[src/logic/sbut_params.svh]
// Register offsets, field positions, reset values and divider limits of the up timer.
`ifndef SBUT_PARAMS_SVH
`define SBUT_PARAMS_SVH

`define SBUT_ADDR_MASK 8'h04
`define SBUT_ADDR_STATUS 8'h05
`define SBUT_ADDR_MODE 8'h06
`define SBUT_ADDR_EDGE 8'h0C

`define SBUT_RESET_MODE 8'h00
`define SBUT_RESET_EDGE 8'h00
`define SBUT_RESET_STATUS 8'h00
`define SBUT_RESET_MASK 8'h00
`define SBUT_RESET_COUNT 16'h0000

`define SBUT_EDGE_FALL_BIT 4
`define SBUT_FLAG_BIT 2
`define SBUT_TAP_BASE 16'h0100

`define SBUT_PIN_FAST 0
`define SBUT_PIN_CRYSTAL 1
`define SBUT_PIN_SLOW 2
`define SBUT_PIN_A4 3
`define SBUT_PIN_A0 4
`define SBUT_PIN_COUNT 5

`define SBUT_DIV1_LIMIT 6'h00
`define SBUT_DIV4_LIMIT 6'h03
`define SBUT_DIV16_LIMIT 6'h0F
`define SBUT_DIV64_LIMIT 6'h3F

`endif

[src/logic/sbut_pkg.sv]
// Types shared by the up timer and its prescaler.
package sbut_pkg;

  typedef enum logic [2:0] {
    SRC_STOP,
    SRC_SYSTEM_CLOCK,
    SRC_RESERVED,
    SRC_PORT_A_BIT_FOUR,
    SRC_INTERNAL_FAST,
    SRC_CRYSTAL,
    SRC_INTERNAL_SLOW,
    SRC_PORT_A_BIT_ZERO
  } sbut_src_e;

  typedef enum logic [1:0] {
    DIV_1,
    DIV_4,
    DIV_16,
    DIV_64
  } sbut_div_e;

  typedef struct packed {
    sbut_src_e src;
    sbut_div_e div;
    logic [2:0] tap;
  } sbut_mode_s;

  typedef struct packed {
    sbut_mode_s mode;
    logic [7:0] edgeSel;
    logic [7:0] status;
    logic [7:0] mask;
    logic [15:0] count;
    logic [4:0] sync1;
    logic [4:0] sync2;
    logic [4:0] prev;
    logic [7:0] rdData;
    logic [15:0] loadData;
    logic irq;
  } sbut_state_s;

  typedef struct packed {
    logic [5:0] cnt;
  } sbut_pre_state_s;

endpackage

[src/logic/sbut_prescaler.sv]
// Divides a stream of source ticks by 1, 4, 16 or 64.
`timescale 1ns/1ps
`include "sbut_params.svh"

module sbut_prescaler
  import sbut_pkg::*;
(
  // Clock and reset.
  input wire logic clock,
  input wire logic srst,
  // Tick stream.
  input wire logic tickIn,
  input sbut_div_e divSel,
  output logic tickOut
);

  sbut_pre_state_s st_reg;
  sbut_pre_state_s st_next;
  logic [5:0] limit;

  always_comb begin
    unique case (divSel)
      DIV_1: limit = `SBUT_DIV1_LIMIT;
      DIV_4: limit = `SBUT_DIV4_LIMIT;
      DIV_16: limit = `SBUT_DIV16_LIMIT;
      DIV_64: limit = `SBUT_DIV64_LIMIT;
    endcase
  end

  // Comparing with at-least lets a narrowed divider tick at once instead of running on to 63.
  assign tickOut = tickIn && (st_reg.cnt >= limit);

  always_comb begin
    st_next = st_reg;
    if (tickIn) begin
      st_next.cnt = tickOut ? 6'h00 : st_reg.cnt + 6'h01;
    end
  end

  always_ff @(posedge clock) begin
    if (srst) begin
      st_reg <= '0;
    end else begin
      st_reg <= st_next;
    end
  end

  property p_div64_gap;
    @(posedge clock) disable iff (srst)
      (tickOut && divSel == DIV_64 && $stable(divSel)) |=> (!tickOut) [*8];
  endproperty
  a_div64_gap: assert property (p_div64_gap) else $error("Divide by 64 ticked too soon.");

endmodule

[src/logic/sbut_timer.sv]
// Sixteen-bit up timer with clock select, prescaler, tap interrupt and register port.
//
// Operation
// - Mode field 7:5 selects clock; stop halts.
// - Prescaler divides by 1, 4, 16, 64.
// - Counter counts up once per prescaled tick.
// - Store instruction writes count; load reads count.
// - Tap field selects counter bit 8 to 15.
// - Edge select bit 4 picks rising or falling.
// - Tap transition sets interrupt flag bit 2.
// - Tap n fires every 2^(n+9) ticks.
// - Each pin event is one counter clock at divide by 1.
`timescale 1ns/1ps
`include "sbut_params.svh"

module sbut_timer
  import sbut_pkg::*;
(
  // Clock and reset.
  input wire logic clock,
  input wire logic srst,
  // Register port.
  input wire logic [7:0] regAddr,
  input wire logic [7:0] regWrData,
  input wire logic regWrite,
  input wire logic regRead,
  output logic [7:0] regRdData,
  // Counter store and load instructions.
  input wire logic counterStore,
  input wire logic [15:0] counterStoreData,
  input wire logic counterLoad,
  output logic [15:0] counterLoadData,
  // Clock sources from outside this clock domain.
  input wire logic internalFastOscillator,
  input wire logic crystalOscillatorClock,
  input wire logic internalSlowOscillator,
  input wire logic portABitFourClock,
  input wire logic portABitZeroClock,
  // Interrupt.
  output logic timerIrq
);

  sbut_state_s st_reg;
  sbut_state_s st_next;
  logic [4:0] pinsIn;
  logic [4:0] pinRise;
  logic srcTick;
  logic cntTick;
  logic [15:0] countInc;
  logic [3:0] tapIdx;
  logic tapNow;
  logic tapInc;
  logic fallMode;
  logic tapEvent;
  logic [7:0] readMux;
  logic [7:0] setMask;
  logic [7:0] clrMask;

  assign pinsIn[`SBUT_PIN_FAST] = internalFastOscillator;
  assign pinsIn[`SBUT_PIN_CRYSTAL] = crystalOscillatorClock;
  assign pinsIn[`SBUT_PIN_SLOW] = internalSlowOscillator;
  assign pinsIn[`SBUT_PIN_A4] = portABitFourClock;
  assign pinsIn[`SBUT_PIN_A0] = portABitZeroClock;

  // Only the second synchroniser stage feeds the edge detector.
  assign pinRise = st_reg.sync2 & ~st_reg.prev;

  always_comb begin
    unique case (st_reg.mode.src)
      SRC_STOP: srcTick = 1'b0;
      SRC_SYSTEM_CLOCK: srcTick = 1'b1;
      SRC_RESERVED: srcTick = 1'b0;
      SRC_PORT_A_BIT_FOUR: srcTick = pinRise[`SBUT_PIN_A4];
      SRC_INTERNAL_FAST: srcTick = pinRise[`SBUT_PIN_FAST];
      SRC_CRYSTAL: srcTick = pinRise[`SBUT_PIN_CRYSTAL];
      SRC_INTERNAL_SLOW: srcTick = pinRise[`SBUT_PIN_SLOW];
      SRC_PORT_A_BIT_ZERO: srcTick = pinRise[`SBUT_PIN_A0];
    endcase
  end

  sbut_prescaler u_prescaler (
    .clock(clock),
    .srst(srst),
    .tickIn(srcTick),
    .divSel(st_reg.mode.div),
    .tickOut(cntTick)
  );

  // The increment wraps naturally from all ones to zero.
  assign countInc = st_reg.count + 16'h0001;
  assign tapIdx = {1'b1, st_reg.mode.tap};
  assign tapNow = st_reg.count[tapIdx];
  assign tapInc = countInc[tapIdx];
  assign fallMode = st_reg.edgeSel[`SBUT_EDGE_FALL_BIT];

  // A store overrides a tick and raises no event, so software can preset without a flag.
  assign tapEvent = cntTick && !counterStore &&
                    (fallMode ? (tapNow && !tapInc) : (!tapNow && tapInc));

  always_comb begin
    unique case (regAddr)
      `SBUT_ADDR_EDGE: readMux = st_reg.edgeSel;
      `SBUT_ADDR_MODE: readMux = st_reg.mode;
      `SBUT_ADDR_STATUS: readMux = st_reg.status;
      `SBUT_ADDR_MASK: readMux = st_reg.mask;
      default: readMux = 8'h00;
    endcase
  end

  always_comb begin
    setMask = 8'h00;
    setMask[`SBUT_FLAG_BIT] = tapEvent;
    clrMask = (regWrite && regAddr == `SBUT_ADDR_STATUS) ? regWrData : 8'h00;
  end

  always_comb begin
    st_next = st_reg;
    st_next.sync1 = pinsIn;
    st_next.sync2 = st_reg.sync1;
    st_next.prev = st_reg.sync2;
    if (regWrite) begin
      unique case (regAddr)
        `SBUT_ADDR_EDGE: st_next.edgeSel = regWrData;
        `SBUT_ADDR_MODE: st_next.mode = sbut_mode_s'(regWrData);
        `SBUT_ADDR_MASK: st_next.mask = regWrData;
        default: st_next.mask = st_reg.mask;
      endcase
    end
    // A new event beats a write-one clear in the same cycle.
    st_next.status = (st_reg.status & ~clrMask) | setMask;
    if (counterStore) begin
      st_next.count = counterStoreData;
    end else if (cntTick) begin
      st_next.count = countInc;
    end
    if (counterLoad) begin
      st_next.loadData = st_reg.count;
    end
    st_next.rdData = regRead ? readMux : 8'h00;
    st_next.irq = |(st_next.status & st_next.mask);
  end

  always_ff @(posedge clock) begin
    if (srst) begin
      st_reg.mode <= `SBUT_RESET_MODE;
      st_reg.edgeSel <= `SBUT_RESET_EDGE;
      st_reg.status <= `SBUT_RESET_STATUS;
      st_reg.mask <= `SBUT_RESET_MASK;
      st_reg.count <= `SBUT_RESET_COUNT;
      st_reg.sync1 <= 5'h00;
      st_reg.sync2 <= 5'h00;
      st_reg.prev <= 5'h00;
      st_reg.rdData <= 8'h00;
      st_reg.loadData <= 16'h0000;
      st_reg.irq <= 1'b0;
    end else begin
      st_reg <= st_next;
    end
  end

  assign regRdData = st_reg.rdData;
  assign counterLoadData = st_reg.loadData;
  assign timerIrq = st_reg.irq;

  property p_stop_holds;
    @(posedge clock) disable iff (srst)
      (st_reg.mode.src == SRC_STOP && !counterStore) |=> $stable(st_reg.count);
  endproperty
  a_stop_holds: assert property (p_stop_holds) else $error("Count moved while stopped.");

  property p_sys_div1;
    @(posedge clock) disable iff (srst)
      (st_reg.mode.src == SRC_SYSTEM_CLOCK && st_reg.mode.div == DIV_1 && !counterStore)
        |-> cntTick;
  endproperty
  a_sys_div1: assert property (p_sys_div1) else $error("System clock divide by one missed.");

  property p_count_up;
    @(posedge clock) disable iff (srst)
      (cntTick && !counterStore) |=> (st_reg.count == $past(st_reg.count) + 16'h0001);
  endproperty
  a_count_up: assert property (p_count_up) else $error("Counter did not advance by one.");

  property p_store;
    @(posedge clock) disable iff (srst)
      counterStore |=> (st_reg.count == $past(counterStoreData));
  endproperty
  a_store: assert property (p_store) else $error("Stored value not taken.");

  property p_load;
    @(posedge clock) disable iff (srst)
      counterLoad |=> (counterLoadData == $past(st_reg.count));
  endproperty
  a_load: assert property (p_load) else $error("Loaded value differs from count.");

  property p_tap_flag;
    @(posedge clock) disable iff (srst)
      (cntTick && !counterStore && !fallMode && !st_reg.count[tapIdx] &&
       countInc[tapIdx]) |=> st_reg.status[`SBUT_FLAG_BIT];
  endproperty
  a_tap_flag: assert property (p_tap_flag) else $error("Rising tap did not set the flag.");

  property p_fall_flag;
    @(posedge clock) disable iff (srst)
      (cntTick && !counterStore && fallMode && st_reg.count[tapIdx] && !countInc[tapIdx])
        |=> st_reg.status[`SBUT_FLAG_BIT] ##1 1'b1;
  endproperty
  a_fall_flag: assert property (p_fall_flag) else $error("Falling tap did not set flag.");

  property p_flag_cause;
    @(posedge clock) disable iff (srst)
      $rose(st_reg.status[`SBUT_FLAG_BIT]) |-> $past(tapEvent);
  endproperty
  a_flag_cause: assert property (p_flag_cause) else $error("Flag set without tap event.");

  property p_period;
    @(posedge clock) disable iff (srst)
      tapEvent |=> ((st_reg.count & ((`SBUT_TAP_BASE << $past(st_reg.mode.tap)) - 16'h0001))
        == 16'h0000);
  endproperty
  a_period: assert property (p_period) else $error("Tap event off its period.");

  property p_pin_count;
    @(posedge clock) disable iff (srst)
      (st_reg.mode.src == SRC_PORT_A_BIT_ZERO && st_reg.mode.div == DIV_1 &&
       pinRise[`SBUT_PIN_A0] && !counterStore)
        |=> (st_reg.count == $past(st_reg.count) + 16'h0001);
  endproperty
  a_pin_count: assert property (p_pin_count) else $error("Pin event not counted.");

  property p_wrap;
    @(posedge clock) disable iff (srst)
      (st_reg.count == 16'hFFFF && cntTick && !counterStore) |=> (st_reg.count == 16'h0000);
  endproperty
  a_wrap: assert property (p_wrap) else $error("Counter did not wrap to zero.");

  property p_irq;
    @(posedge clock) disable iff (srst)
      timerIrq == (|(st_reg.status & st_reg.mask));
  endproperty
  a_irq: assert property (p_irq) else $error("Interrupt level disagrees with status.");

  property p_rsv_holds;
    @(posedge clock) disable iff (srst)
      (st_reg.mode.src == SRC_RESERVED && !counterStore) |=> $stable(st_reg.count);
  endproperty
  a_rsv_holds: assert property (p_rsv_holds) else $error("Reserved source counted.");

  property p_stop_quiet;
    @(posedge clock) disable iff (srst)
      (st_reg.mode.src == SRC_STOP) |-> !srcTick;
  endproperty
  a_stop_quiet: assert property (p_stop_quiet) else $error("Stopped source ticked.");

  property p_sys_tick;
    @(posedge clock) disable iff (srst)
      (st_reg.mode.src == SRC_SYSTEM_CLOCK) |-> srcTick;
  endproperty
  a_sys_tick: assert property (p_sys_tick) else $error("System clock tick missing.");

  property p_tick_src;
    @(posedge clock) disable iff (srst)
      cntTick |-> srcTick;
  endproperty
  a_tick_src: assert property (p_tick_src) else $error("Prescaled tick without source.");

  property p_no_down;
    @(posedge clock) disable iff (srst)
      !counterStore |=> (st_reg.count == $past(st_reg.count) ||
        st_reg.count == $past(st_reg.count) + 16'h0001);
  endproperty
  a_no_down: assert property (p_no_down) else $error("Counter moved other than up.");

  property p_idle_holds;
    @(posedge clock) disable iff (srst)
      (!cntTick && !counterStore) |=> $stable(st_reg.count);
  endproperty
  a_idle_holds: assert property (p_idle_holds) else $error("Count moved without a tick.");

  property p_store_quiet;
    @(posedge clock) disable iff (srst)
      (counterStore && !st_reg.status[`SBUT_FLAG_BIT]) |=> !st_reg.status[`SBUT_FLAG_BIT];
  endproperty
  a_store_quiet: assert property (p_store_quiet) else $error("Store raised the flag.");

  property p_load_holds;
    @(posedge clock) disable iff (srst)
      !counterLoad |=> $stable(counterLoadData);
  endproperty
  a_load_holds: assert property (p_load_holds) else $error("Loaded value changed alone.");

  property p_tap_range;
    @(posedge clock) disable iff (srst)
      tapEvent |-> (countInc[7:0] == 8'h00);
  endproperty
  a_tap_range: assert property (p_tap_range) else $error("Event from a low counter bit.");

  property p_edge_write;
    @(posedge clock) disable iff (srst)
      (regWrite && regAddr == `SBUT_ADDR_EDGE) |=> (st_reg.edgeSel == $past(regWrData));
  endproperty
  a_edge_write: assert property (p_edge_write) else $error("Edge select not written.");

  property p_edge_read;
    @(posedge clock) disable iff (srst)
      (regRead && regAddr == `SBUT_ADDR_EDGE) |=> (regRdData == $past(st_reg.edgeSel));
  endproperty
  a_edge_read: assert property (p_edge_read) else $error("Edge select read wrong.");

  property p_mode_write;
    @(posedge clock) disable iff (srst)
      (regWrite && regAddr == `SBUT_ADDR_MODE)
        |=> (st_reg.mode == sbut_mode_s'($past(regWrData)));
  endproperty
  a_mode_write: assert property (p_mode_write) else $error("Mode not written.");

  property p_flag_sticky;
    @(posedge clock) disable iff (srst)
      (st_reg.status[`SBUT_FLAG_BIT] && !(regWrite && regAddr == `SBUT_ADDR_STATUS))
        |=> st_reg.status[`SBUT_FLAG_BIT];
  endproperty
  a_flag_sticky: assert property (p_flag_sticky) else $error("Flag dropped by itself.");

  property p_flag_clear;
    @(posedge clock) disable iff (srst)
      (regWrite && regAddr == `SBUT_ADDR_STATUS && regWrData[`SBUT_FLAG_BIT] && !tapEvent)
        |=> !st_reg.status[`SBUT_FLAG_BIT];
  endproperty
  a_flag_clear: assert property (p_flag_clear) else $error("Write one did not clear.");

  property p_status_unused;
    @(posedge clock) disable iff (srst)
      (st_reg.status[7:3] == 5'h00) && (st_reg.status[1:0] == 2'h0);
  endproperty
  a_status_unused: assert property (p_status_unused) else $error("Unused status bit set.");

  property p_pin_a4;
    @(posedge clock) disable iff (srst)
      (st_reg.mode.src == SRC_PORT_A_BIT_FOUR && st_reg.mode.div == DIV_1 &&
       pinRise[`SBUT_PIN_A4] && !counterStore)
        |=> (st_reg.count == $past(st_reg.count) + 16'h0001);
  endproperty
  a_pin_a4: assert property (p_pin_a4) else $error("Pin four event not counted.");

  property p_pin_quiet;
    @(posedge clock) disable iff (srst)
      (st_reg.mode.src == SRC_PORT_A_BIT_ZERO && !pinRise[`SBUT_PIN_A0]) |-> !cntTick;
  endproperty
  a_pin_quiet: assert property (p_pin_quiet) else $error("Counted without a pin event.");

  property p_top_fall;
    @(posedge clock) disable iff (srst)
      (st_reg.count == 16'hFFFF && cntTick && !counterStore && fallMode &&
       st_reg.mode.tap == 3'h7) |=> st_reg.status[`SBUT_FLAG_BIT];
  endproperty
  a_top_fall: assert property (p_top_fall) else $error("Wrap raised no overflow flag.");

endmodule

[config.mk]
export PLATFORM = sky130hd
export DESIGN_NAME = sbut_timer
export DESIGN_NICKNAME = d
export VERILOG_FILES = /design/src/logic/sbut_pkg.sv /design/src/logic/sbut_prescaler.sv /design/src/logic/sbut_timer.sv
export VERILOG_INCLUDE_DIRS = /design/src /design/src/logic
export SDC_FILE = /design/constraint.sdc
export NUM_CORES = 1
export LEC_CHECK = 0
export CAP_MARGIN = 0
export CORE_ASPECT_RATIO = 0.7
export CORE_MARGIN = 8
export CORE_UTILIZATION = 40
export DETAILED_ROUTE_END_ITERATION = 10
export DONT_BUFFER_PORTS = 1
export SYNTH_ARGS = -nofsm -noshare
export SYNTH_HDL_FRONTEND = slang
export SYNTH_SLANG_ARGS = --single-unit
[constraint.sdc]
create_clock -name clock -period 7.3 [get_ports clock]
set_input_delay 1.095 -clock clock [delete_from_list [all_inputs] [get_ports clock]]
set_output_delay 1.095 -clock clock [all_outputs]
set_load 0.02 [all_outputs]
==> results of run 1 <==
-- critical path, cell delays in order --
cell and delay [ns]:
or4_4 0.56, nor3_2 0.59, a221oi_1 0.22, a2111o_1 0.48
a2111oi_2 0.23, a31oi_1 0.13
-- Yosys cell counts, types with 2 or more instances --
master,instances
o32ai_1,2
nand2_1,43
nor2b_1,16
nor2_1,50
dfxtp_1,94
nor4_2,4
ha_1,8
inv_1,13
a21oi_1,32
a21bo_2,3
nand2b_1,4
and2_1,3
nand3b_1,2
a21boi_0,2
a2111oi_0,2
or2_2,2
o31ai_1,7
a31oi_1,3
mux2_2,2
and4_1,3
or4b_1,2
nand3_1,17
o22ai_1,2
mux2i_1,20
buf_1,4
o41ai_1,2
nor4_1,12
clkbuf_1,24
mux4_2,2
a22oi_1,17
o31a_1,3
o21ai_0,3
xor2_1,4
buf_4,27
or3_1,2
xnor2_1,15
nand4_1,12
and3_1,2
a211oi_1,18
a221oi_1,3
nor3_1,6
-- metal layers --
layer  vias up  part of all wire  global-route usage
met5         -                 0                   0
met2        83              0.45               0.217
met3         6             0.055              0.0428
met1      1725              0.49               0.194
met4         0            0.0087              0.0489
li1       1755                 -                   -
-- power by group --
part           total, mW  internal [mW]  switching, mW
clock network      0.513          0.306          0.208
registers          0.547          0.526         0.0208
logic             0.0353         0.0197         0.0156
-- layout make-up --
cell class / count / area [um^2] / share of cell area
clock inverters: 7 / 103 / 0.0212
clock buffers: 9 / 225 / 0.0466
multi-input cells: 353 / 2370 / 0.490
repair buffers: 2 / 15.0 / 0.00310
flip-flops and latches: 94 / 1880 / 0.389
well taps: 153 / 191 / 0.0396
inverters: 13 / 48.8 / 0.0101
-- path summary, 6_finish.rpt --
| path | to | slack (ns) | depth (start not counted) |
|---|---|---|---|
| worst max-delay path | timerIrq | 4.21 | 6 |
| worst min-delay path | st_next[27] | 0.44 | 1 |
| worst min register to register | st_next[27] | 0.44 | 1 |
| worst max register to register | st_reg[40] | 4.29 | 8 |
-- cells in the final DEF (no fill, tap or decap), drive strengths merged, types with 3 or more instances in the layout --
master and instances:
dfxtp 94, nor2 50, nand2 43, a21oi 32, mux2i 20, a211oi 18, nand3 18, a22oi 17
inv 17, nor2b 16, nor4 16, xnor2 15, nand4 13, clkbuf 9, ha 8, o31ai 7
nor3 7, nand2b 4, xor2 4, and2 4, a221oi 4, and4 3, o31a 3, a31oi 3
a21bo 3, o21ai 3, a2111oi 3, a21boi 3, mux2 3
-- logic make-up after synthesis --
family | count (synthesis) | synth area share
muxes | 25 | 0.0614
and+or+nand+nor | 192 | 0.226
buffers and inverters | 69 | 0.0785
adders and majority gates | 8 | 0.0217
DFF | 94 | 0.408
AOI/OAI and AO/OA | 109 | 0.168
xor gates and xnor gates | 19 | 0.0361
-- per-stage QoR --
stage	setup WS [ns]	cells	hold WS [ns]	power, mW
4_1_cts	4.25	631	0.443	1.11
6_report	4.21	631	0.437	1.10
2_1_floorplan	4.40	516	0.414	0.600
5_1_grt	3.97	631	0.463	1.13
3_3_place_gp	3.94	615	0.421	0.593
3_5_place_dp	3.88	615	0.426	0.594
==> run metrics, run 1 <==
status finished, final reports clean; final slew viol count 0; DP Area ~4500 um^2; synthesized area approximately 4600 um^2; vias between 3000 and 4000; Filler Cell Count approximately 1100; largest area contributor in the synthesized netlist dfxtp_1; final worst-path cycle share 0.423; Tightest Pin Transition 0.966 ns; Post-Route Utilization 0.434; Worst Path Required 7.51 ns; cell row count 32; All-Layer GR Usage 0.145; Final HPWL DP roughly 7900 um; final hold violations 0; Die W between 100 and 150 um; CP endpoint kind flip-flop; initial antenna violation count 0; yosys warns 0; syn avg cell area just under 9 um^2; placer congestion estimate 0.864; Die ar. roughly 15000 um^2; Die H between 100 and 150 um; CTS H-tree lvls 3; arrival time at the worst endpoint around 3.3 ns; final instance area 4840 um^2; number of flip-flops in the largest register 52; maxcap violations 0; hold_buf cts 0; Hold Crit Class flip-flop to flip-flop; Initial Util 0.414; area growth from synthesis to layout 4.97%; # DRC 0; P_leak approximately 1.6 nW; layout cells sized above 1 0.0858; synth top area cells dfxtp_1, buf_4, mux2i_1; core area between 10000 and 15000 um^2; Layout Nets approximately 520; WL/cell between 15 and 20 um; ant diodes 0; Buffers on Ports 0; Post-CTS Resized 0; Bufs on Longest Clock Path 2; maximum vdd drop ~0.12 mV; synth unique cells 65; Final min period a little over 3 ns; GRT overflow 0; CP Launch Type input port; FF-to-FF Start st_reg[84]; Clk Latency, worst-skew pair approximately 0.34 ns; Hold Startpoint st_next[32]; Yosys reg bits 94; global-route wire length before repair between 15000 and 20000 um; Seq/Total Area, Yosys 0.408; IO Count 68; post-CTS setup buffer count 0; largest net degree at the start of global routing 84; clk root buf clkbuf_16; cts bufs inserted 9; Reg clk slew, reported paths roughly 0.070 ns; Fmax around 320 MHz; routed vias/inst between 5 and 6; Final setup viols 0; TritonCTS Sinks 94; First-pass DRT Iterations 5; RSZ-0062 raised after global routing no; Routed Wire Length around 11000 um; CTS tree done; Routed Antenna Nets 0; number of global-route vias before repair between 3000 and 4000; post-route clock skew between 0.005 and 0.006 ns; EDFF count, synth 0; DR iter-0 viols 316; Pwr Density ~230 nW/um^2; cell count after synthesis between 500 and 600; Worst Path Max Fanout 11; FFs w/ async S/R, synth 0; Worst setup startpoint regAddr[7]; Slew Limit Headroom 0.355; Syn Nets 567; setup tns final 0 ns; Top FF cell, synth dfxtp_1; post-synth top area share 0.408; WS Path Type input port to flip-flop
Note: power is estimated with default switching activity, not from simulation.
==> inputs of run 2 (changes only) <==
clock period = 2.8 ns   (was 7.3 ns; I/O delays follow)
==> run metrics, run 2 (synthesis gave the netlist of run 1 again) <==
status finished, final reports clean; initial antenna violation count 0; setup tns final 0 ns; maxcap violations 0; area growth from synthesis to layout 5.65%; final slew viol count 0; Die W between 100 and 150 um; Reg clk slew, reported paths approximately 0.070 ns; vias between 3000 and 4000; largest net degree at the start of global routing 84; TritonCTS Sinks 94; cell row count 32; Bufs on Longest Clock Path 2; number of flip-flops in the largest register 52; global-route wire length before repair around 18000 um; WS Path Type flip-flop to flip-flop; combinational power share 0.034; routed vias/inst 5.57; CP bufs+invs 1; maximum vdd drop roughly 0.27 mV; P_leak 1.61 nW; Fmax between 300 and 400 MHz; Sw Ratio 0.229; Die ar. around 15000 um^2; placer congestion estimate ~0.84; Slew Limit Headroom 0.359; Reg2Reg Setup Slack ~0.21 ns; commonest non-fill, non-tap cell in the layout dfxtp_1; Buffers on Ports 0; Post-Route Utilization 0.437; Levels on crit path 9; DR iter-0 viols 351; Worst Path Max Fanout 7; multi-input logic area between 2000 and 2500 um^2; Max stage delay on crit path around 0.48 ns; All-Layer GR Usage 0.145; Tightest Pin Transition approximately 0.96 ns; number of global-route vias before repair approximately 3400; ant diodes 0; layout cells sized above 1 0.0990; Final HPWL DP ~7900 um; reg2reg end st_reg[48]; Initial Util 0.414; CP Launch Type flip-flop; core area between 10000 and 15000 um^2; Final setup viols 0; placed cells 622; GRT overflow 0; Worst setup startpoint st_reg[84]; Worst Path Required 3.06 ns; R2R cell count 9; Seq pwr share 0.517; IO Count just under 70; First-pass DRT Iterations 5; RSZ-0062 raised after global routing no; Hold Crit Class input port to flip-flop; Pwr Density roughly 570 nW/um^2; cts bufs inserted 9; Critical Path End st_reg[48]; cells along the critical path or2_2 -> ha_1 -> nand2b_1 -> a2111oi_1 -> o31a_1 -> buf_4 -> nor4_1 -> xnor2_1 -> a211oi_1; # DRC 0; clk root buf clkbuf_16; final hold violations 0; Max stage delay cell, worst path a2111oi_1; WL/cell 16.8 um; Filler Cell Count around 1100; CP endpoint kind flip-flop; Layout Nets approximately 530; Die H about 110 um; Routed Wire Length approximately 11000 um; Routed Antenna Nets 0; final worst-path cycle share 0.926; CTS tree done; Int Power roughly 2.1 mW; Clk Latency, worst-skew pair around 0.34 ns; final cell count without fillers about 640; arrival time at the worst endpoint between 2 and 3 ns; FF-to-FF Start st_reg[84]; post-route clock skew 0.0105 ns; P_sw 0.631 mW; clock network power share 0.449; FF/Latch Area around 1900 um^2; Final min period between 2 and 3 ns; CTS H-tree lvls 3; Power Total approximately 2.8 mW; commonest non-fill, non-tap cells in the layout dfxtp_1, nor2_1, nand2_1, a21oi_1, mux2i_1; Top delay family on crit path compound AO/OA/AOI/OAI gates
## run 2: worst min path at each step
stage           startpoint     endpoint  slack [ns]  cells after the start
2_1_floorplan  st_next[30]  st_next[25]        0.41                      1
3_3_place_gp   st_next[32]  st_next[27]        0.42                      1
3_5_place_dp   st_next[32]  st_next[27]        0.42                      1
4_1_cts               srst   st_reg[74]        0.13                      1
5_1_grt               srst   st_reg[78]        0.13                      1
6_report              srst   st_reg[74]        0.15                      1
## run 2: what timing repair did
| action | 4_1_cts | 5_1_grt |
|---|---|---|
| setup buffers | 0 | 0 |
| hold buffers | 0 | 0 |
| endpoints found under the setup margin | 0 | 8 |
| gates resized for setup | 0 | 1 |
| endpoints found under the hold margin | 0 | 0 |
## run 2: power groups by stage
stage                     Sequential [mW]  Combinational [mW]  Clock [mW]
after CTS                            1.43              0.0942        1.28
after floorplan                      1.42               0.143           0
after global routing                 1.43               0.105        1.34
after detailed placement             1.46              0.0935           0
final                                1.43              0.0932        1.24
after global placement               1.46              0.0919           0
## run 2: stage by stage
step                      instance area (um^2)  setup slack, ns  hold WS (ns)
final                                     4870            0.207         0.147
after global routing                      4870           0.0254         0.129
after CTS                                 4870            0.110         0.132
after detailed placement                  4560            0.145         0.420
after global placement                    4560            0.226         0.418
after floorplan                           4610            0.294         0.414
## run 2: layer usage
| metal | vias to the layer above | global-route usage | share of wire |
|---|---|---|---|
| li1 | 1771 | - | - |
| met1 | 1660 | 0.203 | 0.50 |
| met2 | 108 | 0.211 | 0.42 |
| met3 | 17 | 0.0442 | 0.067 |
| met4 | 0 | 0.0377 | 0.012 |
| met5 | - | 0 | 0 |
## run 2: area by class of cell
class                      instances  share of cell area
clock buffer                       9              0.0463
inverter                          13              0.0100
tap                              153              0.0393
multi-input combinational        353               0.487
timing repair buffer               9              0.0139
sequential                        94               0.387
clock inverter                     7              0.0165
==> inputs of run 3 (changes only) <==
CTS_BUF_LIST = sky130_fd_sc_hd__clkbuf_2 sky130_fd_sc_hd__clkbuf_4 sky130_fd_sc_hd__clkbuf_8   (was default)
==> run metrics, run 3 (synthesis gave the netlist of run 1 again) <==
Buffers on Ports 0; Slew Limit Headroom 0.413; Fmax around 390 MHz; number of global-route vias before repair 3345; GRT overflow 0; hold_buf cts 0; post-route clock skew roughly 0.014 ns; cells along the critical path or2_2 -> ha_1 -> nand2b_1 -> a2111oi_1 -> o31a_1 -> buf_4 -> nor4_1 -> xnor2_1 -> a211oi_1; CTS H-tree lvls 3; CP bufs+invs 1; Max stage delay cell, worst path a2111oi_1; Hold Crit Class input port to flip-flop; Die H ~110 um; maximum vdd drop roughly 0.28 mV; number of flip-flops in the largest register between 50 and 60; CP Launch Type flip-flop; RSZ-0062 raised after global routing no; Routed Wire Length 10800 um; P_leak approximately 1.6 nW; area growth from synthesis to layout 3.45%; CP endpoint kind flip-flop; Die W 144 um; placed cells ~620; Max stage delay on crit path between 0.4 and 0.5 ns; Worst Path Required 3.09 ns; commonest non-fill, non-tap cells in the layout dfxtp_1, nor2_1, nand2_1, a21oi_1, mux2i_1; Filler Cell Count about 1100; cts bufs inserted 9; ant diodes 0; Die ar. 15300 um^2; # DRC 0; CTS tree done; clk root buf clkbuf_8; global-route wire length before repair ~18000 um; layout cells sized above 1 0.0990; Final min period between 2 and 3 ns; Post-Route Utilization 0.428; cell row count 32; Post-Place Worst Slack roughly 0.15 ns; Reg clk slew, reported paths around 0.10 ns; routed vias/inst approximately 5.6; Power Total around 2.4 mW; final worst-path cycle share 0.926; Final HPWL DP a little under 8000 um; WL/cell about 17 um; Final setup viols 0; Worst Path Max Fanout 7; final cell count without fillers 638; Top delay family on crit path compound AO/OA/AOI/OAI gates; placer congestion estimate ~0.84; TritonCTS Sinks 94; final hold violations 0; arrival time at the worst endpoint between 2 and 3 ns; IO Count 68; maxcap violations 0; Clk Latency, worst-skew pair 0.37 ns; Initial Util 0.414; Routed Antenna Nets 0; First-pass DRT Iterations 5; vias roughly 3500; setup tns final 0 ns; status finished, final reports clean; Pwr Density around 510 nW/um^2; initial antenna violation count 0; largest net degree at the start of global routing between 80 and 90; final slew viol count 0; commonest non-fill, non-tap cell in the layout dfxtp_1; Tightest Pin Transition between 0.8 and 0.9 ns; Worst Setup Slack, final 0.207 ns; core area 11100 um^2; Bufs on Longest Clock Path 2; Layout Nets 531; All-Layer GR Usage 0.145; DR iter-0 viols 360; WS Path Type flip-flop to flip-flop
-- run 3: cell counts in the layout (fill, tap and decap cells not counted) --
No cell type changed its count.
-- run 3: cell type report --
cell class / count / area [um^2] / share of cell area
well taps: 153 / 191 / 0.0402
repair buffers: 9 / 67.6 / 0.0142
inverters: 13 / 48.8 / 0.0102
multi-input cells: 353 / 2370 / 0.498
clock inverters: 7 / 80.1 / 0.0168
flip-flops and latches: 94 / 1880 / 0.395
clock buffers: 9 / 124 / 0.0260
-- run 3: final timing paths --
check	startpoint	to	slack (ns)	cells past startpoint
max reg2reg	st_reg[84]	st_reg[48]	0.21	9
max	st_reg[84]	st_reg[48]	0.21	9
min reg2reg	st_next[30]	st_next[25]	0.44	1
min	srst	st_reg[75]	0.11	1
-- run 3: per-layer routing --
metal | vias up | wire length (um) | track usage
li1 | 1773 | - | -
met1 | 1662 | 5410 | 0.203
met5 | - | 0 | 0
met3 | 11 | 665 | 0.0428
met4 | 0 | 110 | 0.0422
met2 | 98 | 4600 | 0.209
-- run 3: report_power, final --
group	internal, mW	switching (mW)	leakage (nW)
clock network	0.425	0.504	0.102
logic	0.0526	0.0408	0.701
registers	1.37	0.0549	0.765
-- run 3: through the flow --
step / instance area [um^2] / hold slack (ns)
6_report: 4770 / 0.114
5_1_grt: 4770 / 0.0841
4_1_cts: 4760 / 0.0879
3_5_place_dp: 4560 / 0.420
3_3_place_gp: 4560 / 0.418
2_1_floorplan: 4610 / 0.414
-- run 3: worst reg2reg max path, delay by kind of cell, from the launching register on --
kind | cells | cell delay, ns
buffers and inverters | 1 | 0.20
AO/OA/AOI/OAI | 3 | 1.01
AND/OR/NAND/NOR | 3 | 0.52
adder cells (fa/ha/maj) | 1 | 0.26
flip-flops | 1 | 0.36
XOR/XNOR | 1 | 0.17
-- run 3: repair_timing --
action / 4_1_cts / 5_1_grt
resized for setup: 0 / 1
buffers inserted: 0 / 0
setup endpoints to repair: 0 / 5
